## src/hdl/status_led_pkg.sv

```systemverilog
// Shared constants and types for the status LED indicator
package status_led_pkg;

	// Clock and timing
	localparam longint unsigned CLK_FREQ_KHZ       = 200000;
	localparam longint unsigned STARTUP_TIME_MS    = 4000;
	localparam longint unsigned IDENT_TIME_MS      = 30000;
	localparam longint unsigned BLINK_HALF_MS      = 250;
	localparam longint unsigned STARTUP_CYCLES_DFL = STARTUP_TIME_MS * CLK_FREQ_KHZ;
	localparam longint unsigned IDENT_CYCLES_DFL   = IDENT_TIME_MS * CLK_FREQ_KHZ;
	localparam longint unsigned BLINK_HALF_CYC_DFL = BLINK_HALF_MS * CLK_FREQ_KHZ;
	localparam int              TMR_W              = 33;

	// APB map
	localparam int          ADDR_W       = 8;
	localparam logic [7:0]  CTRL_OFFS    = 8'h00;
	localparam logic [7:0]  CMD_OFFS     = 8'h04;
	localparam logic [7:0]  STATUS_OFFS  = 8'h08;

	// Control register fields and reset value
	localparam int          CTRL_LINK_EN_BIT = 0;
	localparam int          CTRL_MODE_LSB    = 1;
	localparam logic [31:0] CTRL_RST         = 32'h0000_0000;

	// Command register fields
	localparam int          CMD_ACK_BIT   = 0;
	localparam int          CMD_PING_BIT  = 1;

	// Status register fields
	localparam int          STAT_ON_BIT    = 0;
	localparam int          STAT_STATE_LSB = 1;
	localparam int          STAT_START_BIT = 3;
	localparam int          STAT_IDENT_BIT = 4;
	localparam int          STAT_BLINK_BIT = 5;
	localparam int          STAT_LED_LSB   = 8;

	// Start-up behaviour of the safety output pair
	typedef enum logic [1:0] {
		MODE_AUTO     = 2'b00,
		MODE_START_IL = 2'b01,
		MODE_RESTART  = 2'b10,
		MODE_SPARE    = 2'b11
	} start_mode_t;

	// Safety output pair state
	typedef enum logic [1:0] {
		ST_START  = 2'b00,
		ST_LOCKED = 2'b01,
		ST_FIELD  = 2'b10,
		ST_ON     = 2'b11
	} out_state_t;

	// Saturating down count shared by the start-up and identify timers
	function automatic logic [TMR_W-1:0] cnt_dec(input logic [TMR_W-1:0] cnt);
		cnt_dec = (cnt == '0) ? cnt : cnt - {{(TMR_W-1){1'b0}}, 1'b1};
	endfunction : cnt_dec

endpackage : status_led_pkg

```

## src/hdl/blink_if.sv

```systemverilog
// Carrier for the shared blink phase
`timescale 1ns/100ps
interface blink_if;
	logic phase;
	logic tick;
	modport gen  (output phase, output tick);
	modport user (input  phase, input  tick);
endinterface : blink_if

```

## src/hdl/blink_gen.sv

```systemverilog
// Shared blink generator, 50 percent duty
`timescale 1ns/100ps
module blink_gen
	import status_led_pkg::*;
#(
	parameter logic [TMR_W-1:0] HALF_CYCLES = BLINK_HALF_CYC_DFL[TMR_W-1:0]
) (
	// Clock and reset
	input  wire logic clk_sys,
	input  wire logic rst,
	// Phase out
	blink_if.gen      bl
);

	logic [TMR_W-1:0] div_reg;
	logic             phase_reg;

	// Divider makes a one-cycle enable at each half period
	always_ff @(posedge clk_sys or posedge rst) begin
		if (rst) begin
			div_reg <= '0;
		end else if (div_reg >= HALF_CYCLES - {{(TMR_W-1){1'b0}}, 1'b1}) begin
			div_reg <= '0;
		end else begin
			div_reg <= div_reg + {{(TMR_W-1){1'b0}}, 1'b1};
		end
	end

	// One phase for every LED so they toggle together
	always_ff @(posedge clk_sys or posedge rst) begin
		if (rst) begin
			phase_reg <= 1'b0;
		end else if (bl.tick) begin
			phase_reg <= ~phase_reg;
		end
	end

	assign bl.tick  = (div_reg >= HALF_CYCLES - {{(TMR_W-1){1'b0}}, 1'b1});
	assign bl.phase = phase_reg;

endmodule : blink_gen

```

## src/hdl/status_led_indicator.sv

```systemverilog
// Status LED indicator and safety output pair control with APB registers
//
// Function
// - Blue warning LED dark while neither warning field is occupied.
// - Blue warning LED steady when exactly one warning field is occupied.
// - Blue warning LED flashes when both warning fields are occupied.
// - Link LED dark when disabled, blue idle, blue flashing when peer connected.
// - Contamination LED dark, yellow flashing on warning, yellow steady on error.
// - Interlock LED steady while interlock holds outputs but accepts unlock.
// - Interlock LED dark when off or released; flashes with protective field occupied.
// - After power-up all five LEDs lit 4 s: red, yellow, blue, green, green.
// - Identify ping flashes LEDs four and five green for 30 s.
// - Object in protective field switches the safety output pair off.
// - Re-enable only after field clears, automatic or acknowledged per start mode.
`timescale 1ns/100ps
module status_led_indicator
	import status_led_pkg::*;
#(
	parameter logic [TMR_W-1:0] STARTUP_CYCLES = STARTUP_CYCLES_DFL[TMR_W-1:0],
	parameter logic [TMR_W-1:0] IDENT_CYCLES   = IDENT_CYCLES_DFL[TMR_W-1:0],
	parameter logic [TMR_W-1:0] BLINK_HALF_CYC = BLINK_HALF_CYC_DFL[TMR_W-1:0]
) (
	// Clock and reset
	input  wire logic              clk_sys,
	input  wire logic              rst,
	// APB slave
	input  wire logic [ADDR_W-1:0] paddr,
	input  wire logic              psel,
	input  wire logic              penable,
	input  wire logic              pwrite,
	input  wire logic [31:0]       pwdata,
	output logic      [31:0]       prdata,
	output logic                   pready,
	output logic                   pslverr,
	// Internal status conditions
	input  wire logic              prot_field_occ,
	input  wire logic              warn_field1_occ,
	input  wire logic              warn_field2_occ,
	input  wire logic              link_peer_conn,
	input  wire logic              contam_warn,
	input  wire logic              contam_err,
	input  wire logic              fault_err,
	input  wire logic              ack_req,
	// Safety outputs
	output logic      [1:0]        safety_output_pair,
	// Front-panel LEDs
	output logic                   led1_red,
	output logic                   led1_green,
	output logic                   led2_yellow,
	output logic                   led3_blue,
	output logic                   led4_blue,
	output logic                   led4_green,
	output logic                   led5_yellow,
	output logic                   led5_green
);

	blink_if bl ();

	logic [31:0]      ctrl_reg;
	logic [31:0]      rdata_reg;
	logic             ack_cmd_reg;
	logic             ping_cmd_reg;
	logic [TMR_W-1:0] start_cnt_reg;
	logic [TMR_W-1:0] ident_cnt_reg;
	out_state_t       st_reg;
	out_state_t       st_next;
	logic [1:0]       pair_reg;
	logic [7:0]       led_reg;
	logic [7:0]       led_next;

	logic             setup_ph;
	logic             access_ph;
	logic             addr_ok;
	logic             wr_en;
	logic             link_en;
	start_mode_t      mode;
	logic             ilk_en;
	logic             force_off;
	logic             startup_act;
	logic             ident_act;
	logic             ack_any;
	logic             blink;

	// Shared blink source for every flashing pattern
	blink_gen #(
		.HALF_CYCLES (BLINK_HALF_CYC)
	) u_blink (
		.clk_sys (clk_sys),
		.rst     (rst),
		.bl      (bl.gen)
	);

	assign blink = bl.phase;

	// APB decode
	assign setup_ph  = psel & ~penable;
	assign access_ph = psel & penable;
	assign addr_ok   = (paddr == CTRL_OFFS) | (paddr == CMD_OFFS) | (paddr == STATUS_OFFS);
	assign wr_en     = access_ph & pwrite;
	assign pready    = access_ph;
	assign pslverr   = access_ph & ~addr_ok; // Unmapped address answers with an error
	assign prdata    = rdata_reg;

	// Configuration fields
	assign link_en = ctrl_reg[CTRL_LINK_EN_BIT];
	assign mode    = start_mode_t'(ctrl_reg[CTRL_MODE_LSB +: 2]);
	assign ilk_en  = (mode != MODE_AUTO);

	// Control register write
	always_ff @(posedge clk_sys or posedge rst) begin
		if (rst) begin
			ctrl_reg <= CTRL_RST;
		end else if (wr_en && paddr == CTRL_OFFS) begin
			ctrl_reg <= {29'h0000_0000, pwdata[2:0]};
		end
	end

	// Command bits act as one-cycle pulses, nothing is stored
	always_ff @(posedge clk_sys or posedge rst) begin
		if (rst) begin
			ack_cmd_reg  <= 1'b0;
			ping_cmd_reg <= 1'b0;
		end else begin
			ack_cmd_reg  <= wr_en && paddr == CMD_OFFS && pwdata[CMD_ACK_BIT];
			ping_cmd_reg <= wr_en && paddr == CMD_OFFS && pwdata[CMD_PING_BIT];
		end
	end

	// Read data captured in the setup cycle so it comes from a flop
	always_ff @(posedge clk_sys or posedge rst) begin
		if (rst) begin
			rdata_reg <= 32'h0000_0000;
		end else if (setup_ph) begin
			case (paddr)
				CTRL_OFFS: begin
					rdata_reg <= ctrl_reg;
				end
				STATUS_OFFS: begin
					rdata_reg <= {16'h0000, led_reg, 2'b00, blink, ident_act,
						startup_act, st_reg, pair_reg[0]};
				end
				default: begin
					rdata_reg <= 32'h0000_0000; // Command register reads as zero
				end
			endcase
		end
	end

	// Start-up pattern timer, runs once after reset
	always_ff @(posedge clk_sys or posedge rst) begin
		if (rst) begin
			start_cnt_reg <= STARTUP_CYCLES;
		end else begin
			start_cnt_reg <= cnt_dec(start_cnt_reg);
		end
	end

	// Identify timer; a new ping restarts the full time
	always_ff @(posedge clk_sys or posedge rst) begin
		if (rst) begin
			ident_cnt_reg <= '0;
		end else if (ping_cmd_reg) begin
			ident_cnt_reg <= IDENT_CYCLES;
		end else begin
			ident_cnt_reg <= cnt_dec(ident_cnt_reg);
		end
	end

	assign startup_act = (st_reg == ST_START);
	assign ident_act   = (ident_cnt_reg != '0);
	assign ack_any     = ack_req | ack_cmd_reg;
	// Contamination error and faults also keep outputs off
	assign force_off   = prot_field_occ | contam_err | fault_err;

	// Safety output pair sequencing
	always_comb begin
		st_next = st_reg;
		case (st_reg)
			ST_START: begin
				if (start_cnt_reg == '0) begin
					if (ilk_en) begin
						st_next = ST_LOCKED;
					end else if (force_off) begin
						st_next = ST_FIELD;
					end else begin
						st_next = ST_ON;
					end
				end
			end
			ST_ON: begin
				if (force_off) begin
					st_next = ST_FIELD;
				end
			end
			ST_FIELD: begin
				if (!force_off) begin
					// Only a full restart interlock waits for the operator
					st_next = (mode == MODE_RESTART) ? ST_LOCKED : ST_ON;
				end
			end
			ST_LOCKED: begin
				if (ack_any && !force_off) begin
					st_next = ST_ON;
				end
			end
			default: begin
				st_next = ST_START;
			end
		endcase
	end

	// State register
	always_ff @(posedge clk_sys or posedge rst) begin
		if (rst) begin
			st_reg <= ST_START;
		end else begin
			st_reg <= st_next;
		end
	end

	// Both channels switch together from the same state
	always_ff @(posedge clk_sys or posedge rst) begin
		if (rst) begin
			pair_reg <= 2'b00;
		end else begin
			pair_reg <= {2{st_next == ST_ON}};
		end
	end

	assign safety_output_pair = pair_reg;

	// LED pattern selection; order: led1 r/g, led2, led3, led4 b/g, led5 y/g
	always_comb begin
		led_next = 8'h00;
		if (startup_act) begin
			led_next = 8'b1_0_1_1_0_1_0_1;
		end else begin
			// First LED
			if (fault_err) begin
				led_next[7] = blink;
			end else if (st_reg == ST_ON) begin
				led_next[6] = 1'b1;
			end else begin
				led_next[7] = 1'b1;
			end
			// Interlock LED; occupied field outranks the ready state
			if (prot_field_occ) begin
				led_next[5] = blink;
			end else if (ilk_en && st_reg == ST_LOCKED) begin
				led_next[5] = 1'b1;
			end else begin
				led_next[5] = 1'b0;
			end
			// Warning LED
			if (warn_field1_occ && warn_field2_occ) begin
				led_next[4] = blink;
			end else if (warn_field1_occ ^ warn_field2_occ) begin
				led_next[4] = 1'b1;
			end else begin
				led_next[4] = 1'b0;
			end
			// Link LED; identify overrides it
			if (ident_act) begin
				led_next[2] = blink;
			end else if (!link_en) begin
				led_next[3] = 1'b0;
			end else if (link_peer_conn) begin
				led_next[3] = blink;
			end else begin
				led_next[3] = 1'b1;
			end
			// Contamination LED; identify overrides it
			if (ident_act) begin
				led_next[0] = blink;
			end else if (contam_err) begin
				led_next[1] = 1'b1;
			end else if (contam_warn) begin
				led_next[1] = blink;
			end else begin
				led_next[1] = 1'b0;
			end
		end
	end

	// LED drive flops, one cycle behind the pattern decision
	always_ff @(posedge clk_sys or posedge rst) begin
		if (rst) begin
			led_reg <= 8'h00;
		end else begin
			led_reg <= led_next;
		end
	end

	assign led1_red    = led_reg[7];
	assign led1_green  = led_reg[6];
	assign led2_yellow = led_reg[5];
	assign led3_blue   = led_reg[4];
	assign led4_blue   = led_reg[3];
	assign led4_green  = led_reg[2];
	assign led5_yellow = led_reg[1];
	assign led5_green  = led_reg[0];

endmodule : status_led_indicator

```

## config.mk

```make
export PLATFORM = sky130hd
export DESIGN_NAME = status_led_indicator
export DESIGN_NICKNAME = d
export VERILOG_FILES = /design/src/hdl/status_led_pkg.sv /design/src/hdl/blink_if.sv /design/src/hdl/blink_gen.sv /design/src/hdl/status_led_indicator.sv
export SDC_FILE = /design/constraint.sdc
export NUM_CORES = 1
export LEC_CHECK = 0
export BUFFER_PORTS_ARGS = -buffer_cell sky130_fd_sc_hd__buf_2
export CAP_MARGIN = 20
export CELL_PAD_IN_SITES_DETAIL_PLACEMENT = 2
export CELL_PAD_IN_SITES_GLOBAL_PLACEMENT = 2
export CORE_MARGIN = 8
export CORE_UTILIZATION = 36
export DETAILED_ROUTE_END_ITERATION = 6
export PLACE_DENSITY_LB_ADDON = 0.1
export SYNTH_ARGS = -nofsm -noshare
export SYNTH_HDL_FRONTEND = slang
export SYNTH_HIERARCHICAL = 1
export SYNTH_SLANG_ARGS = --single-unit
```

## constraint.sdc

```tcl
create_clock -name clk_sys -period 3.48 [get_ports clk_sys]
set_clock_uncertainty 0.15 [all_clocks]
set_input_delay 0.174 -clock clk_sys [delete_from_list [all_inputs] [get_ports clk_sys]]
set_output_delay 0.174 -clock clk_sys [all_outputs]
set_load 0.01 [all_outputs]
```

### Word level (Yosys, flattened, before mapping)

Index checks and enable logic that the tools add are counted.
W data, S select, Z words.

| word-level totals | value |
|---|---|
| bits in registers | 148 |
| bits of input ports | 53 |
| output and inout bits | 44 |
| word-level logic and storage cells | 78 |

| operators by class | value |
|---|---|
| $add $sub $neg | 3 |
| magnitude comparators | 1 |
| equality and inequality tests | 8 |
| muxes and demuxes | 28 |
| bitwise logic cells | 13 |
| reduce and logical (&&, ||, !) cells | 14 |

Operators with widths:

| cell | count |
|---|---|
| $mux W33 | 3 |
| $logic_not A33 Y1 | 2 |
| $sub A33 B1 Y33 const B | 2 |
| $add A33 B1 Y33 const B | 1 |
| $ge A33 B26 Y1 const B | 1 |
| $reduce_bool A33 Y1 | 1 |
| $pmux W16 S2 | 1 |
| $mux W1 | 16 |
| $mux W2 | 6 |
| $eq A2 B2 Y1 const B | 4 |
| $eq A8 B3 Y1 const B | 1 |
| $eq A8 B4 Y1 const B | 1 |
| $logic_not A8 Y1 | 1 |
| $mux W8 | 1 |
| $pmux W2 S4 | 1 |
| $logic_and A1 B1 Y1 | 7 |
| $or A1 B1 Y1 | 5 |
| $and A1 B1 Y1 | 4 |
| $not A1 Y1 | 3 |
| $eq A2 B1 Y1 const B | 1 |
| $logic_not A2 Y1 | 1 |
| $ne A2 B2 Y1 const B | 1 |
| $reduce_bool A2 Y1 | 1 |
| $logic_not A1 Y1 | 1 |
| $xor A1 B1 Y1 | 1 |

### Depth between registers and ports, before layout

Gate-level depths: netlist of run 1.

| depth | value |
|---|---|
| depth in word-level cells | 7 |
| gate-level depth with buffers | 8 |
| depth with buffers taken out | 7 |

### Hierarchy

The synthesis of run 1 kept the hierarchy.

Modules (own cells, without submodules):

| module | instances | cells each | area each (um^2) |
|---|---|---|---|
| status_led_indicator | 1 | 459 | 4674.5 |
| blink_gen | 1 | 152 | 1627.8 |

### Worst setup path before layout of run 1

Ideal clock, no wire load.

| path | value |
|---|---|
| kind | register to register |
| from | reg ident_cnt_reg[9] |
| to | reg ident_cnt_reg[31] |
| setup time | 125 ps |
| arrival time | 2546 ps |
| required time | 3205 ps |
| setup slack | 660 ps |
| stages on the path, launching flop included | 7 |
| path buffers | 1 |
| clock period less this slack | 2820 ps |
| path through | dfrtp_1 -> or4_4 -> or4_4 -> buf_6 -> or4_1 -> nor4_1 -> mux2_2 |

| between the ends | value |
|---|---|
| cells in the longest elaborated chain, start to end | 3 |
| elaborated cells between the ends (all ways) | 5 |
| classes of those cells | add/sub: 1; eq/ne: 1; mux: 2; reduce/logical: 1 |

RTL lines:

| item | line | source |
|---|---|---|
| start, declared | status_led_indicator.sv:64 | `logic [TMR_W-1:0] ident_cnt_reg;` |
| start signal, assigned | status_led_indicator.sv:165 | `ident_cnt_reg <= cnt_dec(ident_cnt_reg);` |
| $sub A33 B1 Y33 | status_led_pkg.sv:55 | `cnt_dec = (cnt == '0) ? cnt : cnt - {{(TMR_W-1){1'b0}}, 1'b1};` |
| $mux W33 | status_led_pkg.sv:55 |  |
| $mux W33 | status_led_indicator.sv:162 | `end else if (ping_cmd_reg) begin` |

Several ways; a longest one is shown, not always the timed one. The select of a mux whose other input is x is not followed.
A chain may end at the register's enable or synchronous reset.

### Worst setup path after layout of run 1

| path | value |
|---|---|
| from | reg ident_cnt_reg[3] |
| to | reg ident_cnt_reg[31] |

Same word-level chain as after synthesis.

==> results of run 1 <==
-- layer usage --
layer  global-route usage  vias up  wire [um]
met5                    0        -          0
met1               0.1852     2544       7275
met2               0.2792       49       8787
met3              0.04102       12        477
li1                     -     2312          -
met4              0.04080        0        134
-- power by group through the flow --
| stage | Sequential, mW | Clock, mW | Combinational (mW) |
|---|---|---|---|
| 5_1_grt | 1.92 | 1.88 | 0.823 |
| 3_3_place_gp | 1.89 | 0 | 0.683 |
| 2_1_floorplan | 1.85 | 0 | 0.539 |
| 3_5_place_dp | 1.91 | 0 | 0.725 |
| 6_report | 1.89 | 1.78 | 0.729 |
| 4_1_cts | 1.89 | 1.82 | 0.741 |
-- cell type report --
type                    count  area, um^2  share of cell area
flip-flops and latches    128        3218              0.4297
multi-input cells         448        2846              0.3801
repair buffers             77       485.5             0.06483
clock buffers              17       425.4             0.05681
well taps                 225       281.5             0.03759
clock inverters            15       161.4             0.02155
inverters                  18       70.07            0.009357
-- cells in the final DEF (no fill, tap or decap), drive strengths merged, types with 6 or more instances in the layout --
cell type	instances
buf	65
dlygate4sd3	12
o21ai	13
nand3b	6
nand4	16
and3	10
nand3	29
nand2b	6
nor2	69
a21oi	18
or3	11
nand2	27
dfrtp	116
nor2b	8
nor3	27
clkbuf	17
inv	20
dfstp	12
or4	16
xnor2	43
conb	25
nor4	27
a22o	10
xor2	18
o31ai	6
clkinv	7
-- metrics by stage --
stage | worst slack, ns | utilization | total power [mW] | hold WS (ns) | instances
detailed placement | 0.4913 | 0.3934 | 2.633 | 0.1857 | 884
global placement | 0.5809 | 0.3934 | 2.575 | 0.1758 | 884
floorplan | 0.6598 | - | 2.386 | 0.1450 | 634
CTS | 0.4732 | 0.4345 | 4.455 | 0.005094 | 928
finish | 0.5199 | 0.4345 | 4.394 | 0.03025 | 928
global route | 0.3632 | 0.4345 | 4.622 | 0.02374 | 928
-- final timing paths --
kind / startpoint / endpoint / slack (ns) / cells after the start
hold reg to reg: ident_cnt_reg[32] / ident_cnt_reg[32] / 0.34 / 1
min in group asynchronous: rst / u_blink/div_reg[1] / 0.29 / 4
max in group asynchronous: rst / start_cnt_reg[27] / 2.08 / 4
hold / removal: warn_field1_occ / led_reg[4] / 0.03 / 4
setup / recovery: ident_cnt_reg[3] / ident_cnt_reg[31] / 0.52 / 5
setup reg to reg: ident_cnt_reg[3] / ident_cnt_reg[31] / 0.52 / 5
-- worst max-delay path, cell delays in order, from the launching register on --
cell and delay, ns:
dfrtp_1 0.46, or4_1 0.58, or4_4 0.56, or4_1 0.47, nor4_1 0.25, mux2_2 0.38
-- cells by family (layout without fill, tap and decap cells) --
logic type                 Yosys count  after routing  share of synthesized area
and+or+nand+nor                    272            272                     0.2424
DFF                                128            128                     0.5106
AOI/OAI and AO/OA                   77             77                    0.08537
xor gates and xnor gates            61             61                    0.08477
buffers and inverters               58            127                    0.05241
muxes                                9              9                    0.01529
adders and majority gates            4              4                   0.007942
other                                2             25                   0.001192
-- what timing repair did --
item,4_1_cts,5_1_grt
hold buffers,12,0
endpoints found under the hold margin,102,0
resized for setup,0,0
==> results.toml, run 1 <==
[sta]
post-route-min-period_ns = 2.960
setup_tns_ns = 0
grt_setup_unrepaired = "no"
relSlewSlack = 0.4691
finalSetupViolCount = 0
slew_viol_final = 0
hold_viol = 0
fmax_mhz = 337.8
post-route-period-util = 0.8506
tightest_slew_ns = 0.7964

[logic_synthesis]
synth-edff-count = 0
yosys.area.top_type_share = 0.4606
ys_seq_area_frac = 0.5106
yosysWarnings = 6
synth-seq-cells = 128
synth_ff_type = "dfrtp_1"
yosysTopAreaCell = "dfrtp_1"
synth_most_common_cell = "dfrtp_1"
syn_area_um2 = 6302
async_reset_ff_frac = 1.000
synthTopCellsByArea = "dfrtp_1 46%, xnor2_1 6.0%, dfstp_2 5.0%"
syn_inst = 611
ys_types = 63
synth_area_per_cell_um2 = 10.31
netlist_top_cells_count = "116 x dfrtp_1, 60 x nor2_1, 43 x xnor2_1"

[drt]
first_pass_iters = 4
num_vias = 4917
drc = 0
drt_iter0_markers = 239
viasPerCell = 5.298
ant_nets = 0
wirelength_mm = 16.68
wl_per_cell_um = 17.97

[pwr]
p_sw_frac = 0.3033
p_comb_frac = 0.166
p_int_mw = 3.061
switchingPower_mw = 1.333
p_clk_frac = 0.404
pwr-share-seq = 0.430
ir_worst_vdd_uv = 352.3
total_leakage_power_nw = 3.335
power.density_nw_per_um2 = 586.8

[clock_tree]
cts-root-buf = "clkbuf_16"
cts_sinks = 128
worst_skew_pair.late_latency_ns = 0.42
clk_pin_slew_ns = 0.06
cts_tree = "built"
postCtsSetupBuffers = 0
h-tree-depth = 4
clockBufferDepth = 2
cts_made_buffers = 17

[die]
dieArea_um2 = 22000
rows = 48
core_um2 = 17240
ios = 97
chipHeight_um = 148.3
start_util = 0.3656
die_x_um = 148.3

[finish]
drive_gt1_frac = 0.1977
fin_area_um2 = 7488
area_delta_synth_final_pct = 18.82
fill_cells = 1869
nets = 747
antenna_cells = 0

[setup_path]
critPathLaunchType = "register"
cp.required_ns = 3.64
critPathCaptureType = "register"
crit_fanout = 9
arrival_ns = 3.12
critPathKind = "register to register"

[global_route]
grt_max_degree = 62
overflow = 0
antenna_found_initial = 0
grt_pass1_vias = 5524
grt_pass1_wl_mm = 28.09
track_usage = 0.1576

[placed_design]
place.gp.congestion = 0.7389
dp.final_hpwl_mm = 11.42
placed_area_um2 = 6782
io_buffer_count = 49

[run_status]
outcome = "finished clean"

[min_path]
hold_class = "input pin to register"

[job]
cap_violations = 0
No activity file was read; power rests on OpenSTA's default activity.
==> inputs of run 2 (changes only) <==
ABC_AREA = 1   (was unset)
CORE_UTILIZATION = 33   (was 36)
==> run 2 against run 1 <==
Flip-flop and latch count did not move. Register-to-register slack improved by 0.59 ns. Via count rose by 35%. Worst hold slack got worse by 0.0098 ns. Combinational power rose by 37%.
==> results.toml, run 2 <==
[run_status]
outcome = "finished clean"

[pwr]
ir_worst_vdd_uv = 288.4
power.density_nw_per_um2 = 545.9
total_leakage_power_nw = 4.555
p_total_mw = 4.668

[finish]
area_delta_synth_final_pct = 16.92
fill_cells = 2596
fin_area_um2 = 8551
drive_gt1_frac = 0.1251
nets = 1147
multi_input_area_um2 = 3417
layout_common_cells = "244 x nand2_1, 212 x nor2_1, 138 x inv_1"
seqCellArea_um2 = 3218
final_common_cell = "nand2_1"
antenna_cells = 0

[sta]
post-route-min-period_ns = 2.373
setup_tns_ns = 0
post-route-period-util = 0.6819
grt_setup_unrepaired = "no"
relSlewSlack = 0.3900
finalSetupViolCount = 0
slew_viol_final = 0
hold_viol = 0
tightest_slew_ns = 0.9150
fmax_mhz = 421.4

[setup_path]
crit_path_start = "start_cnt_reg[0]"
cp.required_ns = 3.62
r2r_end = "start_cnt_reg[10]"
crit_fanout = 16
critPathCaptureType = "register"
cp-endpoint = "start_cnt_reg[10]"
arrival_ns = 2.52
critPathLaunchType = "register"
critPathKind = "register to register"
worst-r2r-setup-slack_ns = 1.11
reg2reg_depth = 9
r2r-start = "start_cnt_reg[0]"

[die]
core_um2 = 21820
chipHeight_um = 164.9
ios = 97
die_x_um = 164.9
dieArea_um2 = 27180
start_util = 0.3351
rows = 54

[global_route]
overflow = 0
grt_pass1_wl_mm = 38.43
track_usage = 0.1772
antenna_found_initial = 0
grt_max_degree = 70
grt_pass1_vias = 7527

[drt]
viasPerCell = 4.812
drc = 0
wl_per_cell_um = 16.32
first_pass_iters = 4
drt_iter0_markers = 231
ant_nets = 0
num_vias = 6655
wirelength_mm = 22.57

[logic_synthesis]
async_reset_ff_frac = 1.000
synthTopCellsByArea = "dfrtp_1 40%, nand2_1 13%, nor2_1 11%"
synth-seq-cells = 128
syn_area_um2 = 7313
netlist_top_cells_count = "244 x nand2_1, 212 x nor2_1, 139 x inv_1"
synth_area_per_cell_um2 = 7.248
yosysWarnings = 6
yosys.area.top_type_share = 0.3969
synth-edff-count = 0
syn_inst = 1009
ys_seq_area_frac = 0.4400
ys_types = 39
synth_ff_type = "dfrtp_1"
yosysTopAreaCell = "dfrtp_1"
synth_most_common_cell = "nand2_1"

[clock_tree]
h-tree-depth = 4
clockBufferDepth = 2
clk_pin_slew_ns = 0.05
cts_sinks = 128
cts-root-buf = "clkbuf_16"
worst_skew_pair.late_latency_ns = 0.42
cts_made_buffers = 17
postCtsSetupBuffers = 0
cts_tree = "built"

[min_path]
hold_class = "input pin to register"

[job]
cap_violations = 0

[placed_design]
placed_area_um2 = 7807
dp.final_hpwl_mm = 16.87
io_buffer_count = 49
place.gp.congestion = 0.7791
[run 2: cell types whose count changed after synthesis, moves of 11 or more]
cell | before | now
nand3_1 | 28 | 68
nand4_1 | 15 | 29
inv_1 | 17 | 139
nor2_1 | 60 | 212
or3_1 | 11 | 0
xnor2_1 | 43 | 15
nor3_1 | 27 | 8
or4_1 | 13 | 0
clkbuf_1 | 14 | 1
nor4_1 | 25 | 1
o21ai_0 | 13 | 30
nand2_1 | 27 | 244
[run 2: how the worst min path moves through the flow]
stage	cells after the start	slack, ns	to	start
after floorplan	1	0.11	led_reg[6]	fault_err
after global placement	3	0.22	u_blink/div_reg[17]	rst
after detailed placement	3	0.23	u_blink/div_reg[23]	rst
after CTS	4	0.02	ping_cmd_reg	paddr[0]
after global routing	4	0.03	ping_cmd_reg	paddr[1]
final	4	0.02	ping_cmd_reg	paddr[0]
[run 2: cell families (layout without fill, tap and decap cells)]
family,Yosys count,count (layout),share of synthesized area
compound gates,66,66,0.04996
xor+xnor,34,34,0.04072
fa+ha+maj,4,4,0.006844
buf+inv,172,243,0.1045
flops,128,128,0.4400
other cells,2,25,0.001027
simple gates,603,603,0.3569
[run 2: repair_timing]
action,CTS,global route
resized for setup,0,0
hold buffers,15,0
endpoints found under the hold margin,101,0
[run 2: layout make-up]
class                      count  area share
sequential                   128      0.3764
clock inverter                14     0.01800
timing repair buffer          70     0.05151
tap                          280     0.04097
inverter                     141     0.06219
clock buffer                  18     0.05136
multi-input combinational    732      0.3996
[run 2: layer usage]
layer  track usage  vias up  share of wire
li1              -     3253              -
met1        0.2254     3311           0.47
met2        0.3027       81           0.49
met3       0.04113       10          0.034
met4       0.03440        0         0.0053
met5             0        -              0
[run 2: through the flow]
stage / utilization / hold slack [ns] / setup WS (ns) / cells
after floorplan: - / 0.1097 / 0.7272 / 1032
after global placement: 0.3578 / 0.2156 / 1.129 / 1336
after detailed placement: 0.3578 / 0.2288 / 1.071 / 1336
after CTS: 0.3918 / 0.01918 / 1.043 / 1383
after global routing: 0.3918 / 0.02979 / 0.8896 / 1383
final: 0.3918 / 0.02049 / 1.107 / 1383
[run 2: power breakdown]
part	leakage [nW]	internal [mW]	switching [mW]
Sequential	1.67	1.65	0.195
Clock	0.289	1.08	0.738
Combinational	2.59	0.334	0.665
Total	4.56	3.07	1.60
[run 2: worst max-delay path, cell delays in order, from the launching register on]
cell     delay, ns
dfrtp_1       0.40
inv_1         0.11
ha_1          0.32
nand2_2       0.16
nor2_4        0.17
nand2_1       0.11
nor3_4        0.38
inv_2         0.24
o21ai_0       0.14
inv_1         0.06
